`src/hw/dts_defs.vh`:
```
// Constants for the dual channel temperature sensor logic
`ifndef DTS_DEFS_VH
`define DTS_DEFS_VH
`define DTS_REG_LOCAL_INT    8'h00
`define DTS_REG_REMOTE_INT   8'h01
`define DTS_REG_REMOTE_FRAC  8'h10
`define DTS_REG_LOCAL_FRAC   8'h11
`define DTS_REG_STATUS       8'h02
`define DTS_REG_CONFIG       8'h03
`define DTS_REG_RATE         8'h04
`define DTS_REG_LOCAL_HIGH   8'h05
`define DTS_REG_REMOTE_HIGH  8'h07
`define DTS_REG_LOCAL_LOW    8'h06
`define DTS_REG_REMOTE_LOW   8'h08
`define DTS_REG_ONE_SHOT     8'h0f
`define DTS_REG_LOCAL_OVER   8'h20
`define DTS_REG_REMOTE_OVER  8'h19
`define DTS_ARA_ADDR         7'h0c
`define DTS_FAULT_CODE       8'hff
`define DTS_RST_LOCAL_HIGH   8'h55
`define DTS_RST_REMOTE_HIGH  8'h5f
`define DTS_RST_LOW          8'h00
`define DTS_RST_OVER         8'h55
`define DTS_RST_RATE         8'h02
`define DTS_CLK_HZ           25000000
`define DTS_TIMEOUT_MS       25
`define DTS_INTEG_MS         60
`define DTS_TIMEOUT_CYC      ((`DTS_CLK_HZ / 1000) * `DTS_TIMEOUT_MS)
`define DTS_INTEG_CYC        ((`DTS_CLK_HZ / 1000) * `DTS_INTEG_MS)
`define DTS_PERIOD_CYC       (`DTS_INTEG_CYC * 4)
`define DTS_CFG_STANDBY      6
`define DTS_CFG_FAULT_ALRT   5
`define DTS_ST_BUSY          7
`define DTS_ST_LHIGH         6
`define DTS_ST_LLOW          5
`define DTS_ST_RHIGH         4
`define DTS_ST_RLOW          3
`define DTS_ST_OPEN          2
`define DTS_ST_ROVER         1
`define DTS_ST_LOVER         0
`endif

```
`src/hw/dts_sensor.v`:
```
// Temperature sensor digital core with SMBus slave and alarm outputs
`timescale 1ns/1ps
`default_nettype none
`include "dts_defs.vh"
module dts_sensor #(
    parameter [6:0]  DEV_ADDR    = 7'h4c, // Arbitrary slave address
    parameter        FAULT_ALERT = 1,
    parameter [31:0] TIMEOUT_CYC = `DTS_TIMEOUT_CYC,
    parameter [31:0] INTEG_CYC   = `DTS_INTEG_CYC,
    parameter [31:0] PERIOD_CYC  = `DTS_PERIOD_CYC
) (
    input  wire        ref_clk_i,
    input  wire        rst_i,
    input  wire        scl_i,
    input  wire        sda_i,
    output reg         sda_o,
    output reg         sda_oe_n_o,
    input  wire [11:0] local_temp_i,
    input  wire [11:0] remote_temp_i,
    input  wire        remote_fault_i,
    output reg         alert_o,
    output reg         alert_oe_n_o,
    output reg         overtemp_alarm_out_o,
    output reg         overtemp_alarm_out_oe_n_o
);
    // Temperature inputs: signed, 0.125 C per LSB, sign in bit 11
    reg  [2:0]  scl_s;
    reg  [2:0]  sda_s;
    wire        scl = scl_s[1];
    wire        sda = sda_s[1];
    wire        scl_rise = scl_s[1] & ~scl_s[2];
    wire        scl_fall = ~scl_s[1] & scl_s[2];
    wire        start_c = scl & scl_s[2] & ~sda & sda_s[2];
    wire        stop_c  = scl & scl_s[2] & sda & ~sda_s[2];

    localparam [5:0] S_IDLE = 6'h01, S_ADDR = 6'h02, S_AACK = 6'h04,
                     S_WR   = 6'h08, S_RD   = 6'h10, S_RACK = 6'h20;
    reg  [5:0]  state;
    reg  [3:0]  bitcnt;
    reg  [7:0]  shreg;
    reg         is_read;
    reg         ara_hit;
    reg         got_cmd;
    reg  [7:0]  cmd;
    reg  [31:0] low_cnt;

    reg  [7:0]  local_int, remote_int, local_frac, remote_frac;
    reg  [7:0]  cfg, rate;
    reg  [7:0]  lhigh, llow, rhigh, rlow, lover, rover;
    reg  [7:0]  status;
    reg         alert_latched;
    reg         one_shot_req;
    reg         ack_clear;

    // Saturate a signed 0.125 step reading to an 11-bit unsigned result
    function [10:0] to_result;
        input [11:0] t;
        begin
            if (t[11])
                to_result = 11'h000;
            else
                to_result = t[10:0];
        end
    endfunction

    function [7:0] reg_read;
        input [7:0] a;
        begin
            case (a)
                `DTS_REG_LOCAL_INT:   reg_read = local_int;
                `DTS_REG_REMOTE_INT:  reg_read = remote_int;
                `DTS_REG_REMOTE_FRAC: reg_read = remote_frac;
                `DTS_REG_LOCAL_FRAC:  reg_read = local_frac;
                `DTS_REG_STATUS:      reg_read = status;
                `DTS_REG_CONFIG:      reg_read = cfg;
                `DTS_REG_RATE:        reg_read = rate;
                `DTS_REG_LOCAL_HIGH:  reg_read = lhigh;
                `DTS_REG_LOCAL_LOW:   reg_read = llow;
                `DTS_REG_REMOTE_HIGH: reg_read = rhigh;
                `DTS_REG_REMOTE_LOW:  reg_read = rlow;
                `DTS_REG_LOCAL_OVER:  reg_read = lover;
                `DTS_REG_REMOTE_OVER: reg_read = rover;
                default:              reg_read = 8'h00;
            endcase
        end
    endfunction

    always @(posedge ref_clk_i or posedge rst_i) begin
        if (rst_i) begin
            scl_s <= 3'h7;
            sda_s <= 3'h7;
        end else begin
            scl_s <= {scl_s[1:0], scl_i};
            sda_s <= {sda_s[1:0], sda_i};
        end
    end

    // SMBus slave
    always @(posedge ref_clk_i or posedge rst_i) begin
        if (rst_i) begin
            state <= S_IDLE;
            bitcnt <= 4'h0;
            shreg <= 8'h00;
            is_read <= 1'b0;
            ara_hit <= 1'b0;
            got_cmd <= 1'b0;
            cmd <= 8'h00;
            low_cnt <= 32'h0;
            sda_o <= 1'b0;
            sda_oe_n_o <= 1'b1;
            cfg <= 8'h00;
            rate <= `DTS_RST_RATE;
            lhigh <= `DTS_RST_LOCAL_HIGH;
            rhigh <= `DTS_RST_REMOTE_HIGH;
            llow <= `DTS_RST_LOW;
            rlow <= `DTS_RST_LOW;
            lover <= `DTS_RST_OVER;
            rover <= `DTS_RST_OVER;
            one_shot_req <= 1'b0;
            ack_clear <= 1'b0;
        end else begin
            one_shot_req <= 1'b0;
            ack_clear <= 1'b0;
            if (scl)
                low_cnt <= 32'h0;
            else if (low_cnt != TIMEOUT_CYC)
                low_cnt <= low_cnt + 32'h1;
            if (!scl && low_cnt == TIMEOUT_CYC) begin
                state <= S_IDLE;
                sda_o <= 1'b0;
                sda_oe_n_o <= 1'b1;
            end else if (stop_c) begin
                state <= S_IDLE;
                sda_oe_n_o <= 1'b1;
            end else if (start_c) begin
                state <= S_ADDR;
                bitcnt <= 4'h0;
                got_cmd <= 1'b0;
                sda_oe_n_o <= 1'b1;
            end else begin
                case (state)
                    S_IDLE: sda_oe_n_o <= 1'b1;
                    S_ADDR, S_WR: begin
                        if (scl_rise) begin
                            shreg <= {shreg[6:0], sda};
                            bitcnt <= bitcnt + 4'h1;
                        end
                        if (scl_fall && bitcnt == 4'h8) begin
                            bitcnt <= 4'h0;
                            if (state == S_ADDR) begin
                                if (shreg[7:1] == DEV_ADDR ||
                                    (shreg[7:1] == `DTS_ARA_ADDR &&
                                     shreg[0] && alert_latched)) begin
                                    ara_hit <= shreg[7:1] != DEV_ADDR;
                                    is_read <= shreg[0];
                                    sda_o <= 1'b0;
                                    sda_oe_n_o <= 1'b0;
                                    state <= S_AACK;
                                end else
                                    state <= S_IDLE;
                            end else begin
                                sda_o <= 1'b0;
                                sda_oe_n_o <= 1'b0;
                                state <= S_AACK;
                                is_read <= 1'b0;
                                if (!got_cmd) begin
                                    cmd <= shreg;
                                    got_cmd <= 1'b1;
                                    if (shreg == `DTS_REG_ONE_SHOT)
                                        one_shot_req <= 1'b1;
                                end else begin
                                    case (cmd)
                                        `DTS_REG_CONFIG: cfg <= shreg;
                                        `DTS_REG_RATE: rate <= shreg;
                                        `DTS_REG_LOCAL_HIGH: lhigh <= shreg;
                                        `DTS_REG_LOCAL_LOW: llow <= shreg;
                                        `DTS_REG_REMOTE_HIGH: rhigh <= shreg;
                                        `DTS_REG_REMOTE_LOW: rlow <= shreg;
                                        `DTS_REG_LOCAL_OVER: lover <= shreg;
                                        `DTS_REG_REMOTE_OVER: rover <= shreg;
                                        default: ;
                                    endcase
                                end
                            end
                        end
                    end
                    S_AACK: begin
                        if (scl_fall) begin
                            if (is_read) begin
                                shreg <= ara_hit ? {DEV_ADDR, 1'b1}
                                                 : reg_read(cmd);
                                // Open drain: release for a one
                                sda_oe_n_o <= ara_hit ? DEV_ADDR[6]
                                              : (reg_read(cmd) >= 8'h80);
                                bitcnt <= 4'h1;
                                state <= S_RD;
                                if (ara_hit || cmd == `DTS_REG_STATUS)
                                    ack_clear <= 1'b1;
                            end else begin
                                sda_oe_n_o <= 1'b1;
                                state <= S_WR;
                            end
                        end
                    end
                    S_RD: begin
                        if (scl_fall) begin
                            if (bitcnt == 4'h8) begin
                                sda_oe_n_o <= 1'b1;
                                state <= S_RACK;
                            end else begin
                                sda_oe_n_o <= shreg[3'h7 - bitcnt[2:0]];
                                bitcnt <= bitcnt + 4'h1;
                            end
                        end
                    end
                    S_RACK: begin
                        if (scl_rise)
                            state <= sda ? S_IDLE : S_AACK;
                    end
                    default: state <= S_IDLE;
                endcase
            end
        end
    end

    // Conversion sequencer: remote then local integration
    localparam [2:0] C_IDLE = 3'h1, C_REM = 3'h2, C_LOC = 3'h4;
    reg  [2:0]  cstate;
    reg  [31:0] ccnt;
    reg  [31:0] pcnt;
    reg  [10:0] rem_res;
    reg         rem_flt;
    wire [10:0] loc_res = to_result(local_temp_i);
    wire        auto_go = !cfg[`DTS_CFG_STANDBY] &&
                          pcnt >= (PERIOD_CYC >> rate[3:0]);

    always @(posedge ref_clk_i or posedge rst_i) begin
        if (rst_i) begin
            cstate <= C_IDLE;
            ccnt <= 32'h0;
            pcnt <= 32'h0;
            rem_res <= 11'h000;
            rem_flt <= 1'b0;
            local_int <= 8'h00;
            remote_int <= 8'h00;
            local_frac <= 8'h00;
            remote_frac <= 8'h00;
        end else begin
            pcnt <= auto_go ? 32'h0 : pcnt + 32'h1;
            case (cstate)
                C_IDLE: begin
                    if (auto_go || one_shot_req) begin
                        cstate <= C_REM;
                        ccnt <= 32'h0;
                    end
                end
                C_REM: begin
                    if (ccnt == INTEG_CYC - 32'h1) begin
                        rem_res <= to_result(remote_temp_i);
                        rem_flt <= remote_fault_i;
                        ccnt <= 32'h0;
                        cstate <= C_LOC;
                    end else
                        ccnt <= ccnt + 32'h1;
                end
                C_LOC: begin
                    if (ccnt == INTEG_CYC - 32'h1) begin
                        cstate <= C_IDLE;
                        local_int <= loc_res[10:3];
                        local_frac <= {loc_res[2:0], 5'h00};
                        remote_int <= rem_flt ? `DTS_FAULT_CODE
                                              : rem_res[10:3];
                        remote_frac <= rem_flt ? 8'h00
                                               : {rem_res[2:0], 5'h00};
                    end else
                        ccnt <= ccnt + 32'h1;
                end
                default: cstate <= C_IDLE;
            endcase
        end
    end

    // Limit comparisons on stored results
    wire lh = local_int >= lhigh;
    wire ll = local_int < llow;
    wire rf = remote_int == `DTS_FAULT_CODE;
    wire rh = !rf && remote_int >= rhigh;
    wire rl = !rf && remote_int < rlow;
    wire fault_alarm = FAULT_ALERT && rf;
    wire alarm_cause = lh | ll | rh | rl | fault_alarm;

    always @(posedge ref_clk_i or posedge rst_i) begin
        if (rst_i) begin
            status <= 8'h00;
            alert_latched <= 1'b0;
            alert_o <= 1'b0;
            alert_oe_n_o <= 1'b1;
            overtemp_alarm_out_o <= 1'b0;
            overtemp_alarm_out_oe_n_o <= 1'b1;
        end else begin
            status <= {cstate != C_IDLE, lh, ll, rh, rl, rf,
                       remote_int >= rover && !rf, local_int >= lover};
            if (alarm_cause)
                alert_latched <= 1'b1;
            else if (ack_clear)
                alert_latched <= 1'b0;
            alert_o <= 1'b0;
            alert_oe_n_o <= !(alarm_cause | alert_latched);
            overtemp_alarm_out_o <= 1'b0;
            overtemp_alarm_out_oe_n_o <= !((local_int > lover) ||
                (!rf && remote_int > rover));
        end
    end
endmodule
`default_nettype wire

```
`config.mk`:
```
export PLATFORM = sky130hd
export DESIGN_NAME = dts_sensor
export DESIGN_NICKNAME = d
export VERILOG_FILES = /design/src/hw/dts_sensor.v
export VERILOG_INCLUDE_DIRS = /design/src /design/src/hw
export SDC_FILE = /design/constraint.sdc
export NUM_CORES = 1
export LEC_CHECK = 0
export ABC_AREA = 1
export ABC_CLOCK_PERIOD_IN_PS = 9630
export BUFFER_PORTS_ARGS = -buffer_cell sky130_fd_sc_hd__buf_2
export CAP_MARGIN = 10
export CORE_MARGIN = 3
export CORE_UTILIZATION = 40
export DETAILED_ROUTE_END_ITERATION = 12
export GPL_TIMING_DRIVEN = 1
export MAX_ROUTING_LAYER = met4
export PLACE_DENSITY_LB_ADDON = 0.05
export SLEW_MARGIN = 40
export SYNTH_ARGS = -nofsm -noshare
export SYNTH_HDL_FRONTEND = slang
export SYNTH_SLANG_ARGS = --single-unit
```
`constraint.sdc`:
```
create_clock -name ref_clk_i -period 9.63 [get_ports ref_clk_i]
set_input_delay 0.963 -clock ref_clk_i [delete_from_list [all_inputs] [get_ports ref_clk_i]]
set_output_delay 0.963 -clock ref_clk_i [all_outputs]
set_load 0.01 [all_outputs]
```
# Word level (Yosys, flattened, before mapping)

Index checks and enable logic that the tools add are counted.

Input bits: 29
Output and inout bits: 6
Logic and storage cells: 269
Register bits after elaboration: 252

Add/sub/neg operators: 5
Multiplexer cells: 89
Shifts and indexed selects: 1
Equality and inequality tests: 55
Bitwise operators: 21
Reduce and logical (&&, ||, !) cells: 52
$lt $le $gt $ge: 11

Operators by type and width:

| kind                                               | number |
|---|---|
| 2-to-1 mux 32 bit                                  | 6 |
| one-hot mux 8 bit (13 select lines)                | 1 |
| adder 32 x 1 -> 32 bit, second input constant      | 3 |
| 2-to-1 mux 8 bit                                   | 12 |
| one-hot mux 32 bit (3 select lines)                | 1 |
| AND reduction 8 bit                                | 9 |
| 2-to-1 mux 6 bit                                   | 9 |
| 2-to-1 mux 1 bit                                   | 39 |
| == test 32 x 20 -> 1 bit, second input constant    | 1 |
| == test 32 x 21 -> 1 bit, second input constant    | 1 |
| == test 8 x 3 -> 1 bit, second input constant      | 4 |
| >= comparator 32 bit                               | 1 |
| >= comparator 8 bit                                | 4 |
| logical AND 32 x 1 -> 1 bit, first input constant  | 1 |
| != test 32 x 20 -> 1 bit, second input constant    | 1 |
| right shift 23 x 4 -> 32 bit, first input constant | 1 |
| one-hot mux 6 bit (5 select lines)                 | 1 |
| 2-to-1 mux 4 bit                                   | 7 |
| != test 5 bit, second input constant               | 5 |
| == test 8 x 5 -> 1 bit, second input constant      | 3 |
| 2-to-1 mux 11 bit                                  | 2 |
| AND reduction 7 bit                                | 3 |
| == test 8 x 2 -> 1 bit, second input constant      | 2 |
| == test 8 x 4 -> 1 bit, second input constant      | 2 |
| 52 further kinds                                   | 115 |

# Longest topological paths before layout

Depth in word-level cells: 16
Gate-level depth with buffers: 22
Mapped depth without buffers: 21

# Worst setup path after synthesis

No wires, ideal clock.

Path type: register -> register
Start point: register rate[1]
End point: register ccnt[0]
Setup time: 117 ps
Path buffers: 1
Arrival time: 2,644 ps
Period minus slack after synthesis: 2,761 ps
Required time: 9,513 ps
Slack: 6,869 ps
Cell stages (with the launch flop): 19
Cells stage by stage: dfstp_2 inv_1 ha_1 nor2_1 a21oi_1 mux2i_1 ha_1 nand2_1 nor2_1 and2_1 nand2_1 nand3_1 nor2_1 nand2_1 nand2_1 nand2_1 buf_2 nand3_1 nand2_1

Longest elaborated chain between the ends: 6

RTL lines:

| element                       | line             | source |
|---|---|---|
| start: declaration            | dts_sensor.v:48  | `reg [7:0] cfg, rate;` |
| start signal: assignment      | dts_sensor.v:112 | `` rate <= `DTS_RST_RATE; `` |
| start signal: assignment      | dts_sensor.v:174 | `` `DTS_REG_RATE: rate <= shreg; `` |
| right shift 23 x 4 -> 32 bit  | dts_sensor.v:235 | `pcnt >= (PERIOD_CYC >> rate[3:0]);` |
| >= comparator 32 bit          | dts_sensor.v:235 |  |
| logical AND 1 bit             | dts_sensor.v:234 | `` wire auto_go = !cfg[`DTS_CFG_STANDBY] && `` |
| logical OR 1 bit              | dts_sensor.v:252 | `if (auto_go \|\| one_shot_req) begin` |
| != test 2 bit (no line)       | -                |  |
| AND reduction 3 bit (no line) | -                |  |
| end signal: assignment        | dts_sensor.v:264 | `ccnt <= ccnt + 32'h1;` |
| end signal: assignment        | dts_sensor.v:276 | `ccnt <= ccnt + 32'h1;` |
| end: declaration              | dts_sensor.v:229 | `reg [31:0] ccnt;` |

Every way passes these cells.
A chain may end at the register's enable or synchronous reset.

# Worst setup path in the final report

Start point: register rate[2]
End point: register ccnt[31]

Same word-level chain as after synthesis.

==> results_dict.tcl <==
set metrics [dict create \
    r2r_cells 17 \
    syn_inst 2158 \
    drt-initial-drc-count 913 \
    grt.total_usage_pct 23.1 \
    n_fill_cell 4058 \
    synth_enable_flop_cells 0 \
    synth_top_area_cell "dfrtp_1" \
    synth_common_cells "nand2_1, inv_1, nor2_1" \
    crit_slowest_cell "dfrtp_1" \
    crit_type "flop to flop" \
    cts_resized 0 \
    viasPerCell 5.19 \
    p_leak_uw 0.00799 \
    core_region_area_mm2 0.0391 \
    grt.overflow.total 0 \
    netlist_top_cells_area "dfrtp_1, nand2_1, ha_1" \
    areaGrowthSynthToFinish_pct 9.57 \
    drc 0 \
    start_kind "flop" \
    wl_per_cell_um 17.3 \
    post_dp_cell_area_mm2 0.0165 \
    grt_max_degree 126 \
    cts_tree "yes" \
    critPathMaxStageDelay_ns 0.63 \
    fin_nets 2277 \
    insertion_delay_ns 0.59 \
    grt_pass1_vias 13600 \
    setup_tns_ns 0 \
    setup_violations 0 \
    fin_cells 2708 \
    wirelength_um 46800 \
    synth-seq-area-share_pct 38.7 \
    place_inst 2652 \
    hpwl_um 35000 \
    irDropWorstVdd_mv 0.144 \
    cp_data_required_time_ns 10.10 \
    crit_buf_inv 1 \
    slew_violations 0 \
    port_buffers 31 \
    root_buffer "clkbuf_16" \
    ys_ff_latch 246 \
    cp-end-kind "flop" \
    yosys_warnings 0 \
    timing.slew.headroom_pct 42.3 \
    arrival_ns 4.27 \
    rsz0062_at_grt "false" \
    worstMarginPinSlew_ns 0.865 \
    die_w_um 206 \
    maxCapViolCount 0 \
    place.gp.congestion 0.929 \
    num_rows 72 \
    finalPower_uw 2790 \
    cts_max_path_buffers 3 \
    fin_worst_skew_ns 0.0282 \
    grt_pass1_wl_um 75400 \
    antenna_found_initial 0 \
    critical_path_depth 17 \
    syn_area_mm2 0.0160 \
    initial_utilization_pct 40.9 \
    hold_depth 0 \
    hold_path_class "flop to flop" \
    ant_nets 0 \
    synth.distinct_cells 53 \
    fmax_mhz 263 \
    cts-htree-levels 1 \
    finalHoldViolations 0 \
    power_density_mw_per_mm2 159 \
    path_common_cell "nand2_1" \
    syn_area_per_cell_um2 7.41 \
    fin_crit_ns 3.80 \
    yosysTopAreaCellShare_pct 33.8 \
    crit_fanout 33 \
    numCtsBuffers 30 \
    cts_hold_buf 0 \
    io_pins 35 \
    cp_cell_sequence "inv_1 > or2_2 > o21ai_0 > nand2_1 > ha_1 > nand2_1 > nor2_1 > and2_1 > nand2_1 > nand3_1 > nor2_1 > nand2_1 > nand2_1 > nand2_1 > nand2_4 > nand2_1 > nand2_1" \
    diodes 0 \
    fin_crit_sh_pct 39.5 \
    yosys_most_used_dff "dfrtp_1" \
    status "completed" \
    drtPass1Iterations 5 \
    synth_most_common_cell "nand2_1" \
    die_h_um 206 \
    synthArstFlopShare_pct 100 \
    drive_gt1_share_pct 11.1 \
    die_area_mm2 0.0424 \
    final_cell_area_mm2 0.0175 \
    cts_setup_buffers 0 \
    clock-sinks 246 \
    vias 14100 \
    crit_family "simple AND/OR/NAND/NOR gates" \
    clkTransAtPathRegs_ns 0.06 \
]
where the power goes:
group	switching, uW	internal [uW]
Combinational	277	107
Sequential	147	1080
Clock	462	713
Total	885	1900
final timing paths:
| kind | end | startpoint | slack, ns |
|---|---|---|---|
| worst max-delay path | ccnt[31] | rate[2] | 5.83 |
| worst min-delay path | sda_s[1] | sda_s[0] | 0.35 |
| worst max register to register | ccnt[31] | rate[2] | 5.83 |
| worst min register to register | sda_s[1] | sda_s[0] | 0.35 |
| max in group asynchronous | rem_res[6] | rst_i | 7.40 |
| min in group asynchronous | low_cnt[18] | rst_i | 0.45 |
area by class of cell:
class	instances	area (um^2)	share of cell area [%]
Inverter	271	1030	5.88
Timing Repair Buffer	36	196	1.12
Clock buffer	43	880	5.02
Tap cell	518	648	3.70
Clock inverter	13	160	0.914
Multi-Input combinational cell	1581	8410	48.0
Sequential cell	246	6190	35.4
registers in the layout, indices dropped and copies added (netlist names), 11 cells and up:
register and cells:
pcnt 32, rem_res 11, low_cnt 32, ccnt 32
metrics by stage:
step	setup WS [ns]	util (%)	hold slack, ns
detailed placement	5.79	42.1	0.347
finish	5.83	44.8	0.354
global placement	5.87	42.1	0.347
global route	5.37	44.8	0.357
floorplan	1.96	-	0.345
CTS	5.81	44.8	0.355
layer usage:
metal / up-vias / part of all wire (%) / global-route usage (%)
met4: 0 / 2.6 / 5.75
met1: 6593 / 49 / 32.9
li1: 7087 / - / -
met5: - / 0 / -
met3: 81 / 5.0 / 3.47
met2: 298 / 44 / 34.6
cell usage in the layout, fill, tap and decap left out, types with 6 or more instances in the layout:
cell / n
o21bai_1: 8
nand2_1: 553
clkinv_2: 6
nor2_2: 12
buf_2: 31
o211ai_1: 18
o21ai_2: 48
nor2_1: 216
dfrtp_1: 216
inv_1: 257
o21ai_0: 127
nand2_2: 21
dfstp_2: 30
nor2_4: 11
ha_1: 82
xor2_1: 37
nor3_1: 79
clkbuf_8: 8
clkbuf_16: 30
a21oi_1: 65
nor4_1: 13
o21ai_1: 15
xnor2_1: 13
nand3_1: 141
nand4_1: 52
o22ai_1: 15
inv_2: 12
logic make-up (layout without fill, tap and decap cells):
family	count (synthesis)	in the layout	share of synthesized area (%)
flip-flops	246	246	38.7
AND/OR/NAND/NOR	1126	1126	31.3
multiplexers	2	2	0.125
XOR/XNOR	50	50	2.74
AO/OA/AOI/OAI	318	318	11.9
other	1	3	0.0235
buffers and inverters	333	363	8.75
adder cells (fa/ha/maj)	82	82	6.42
No activity file was read; power rests on OpenSTA's default activity.
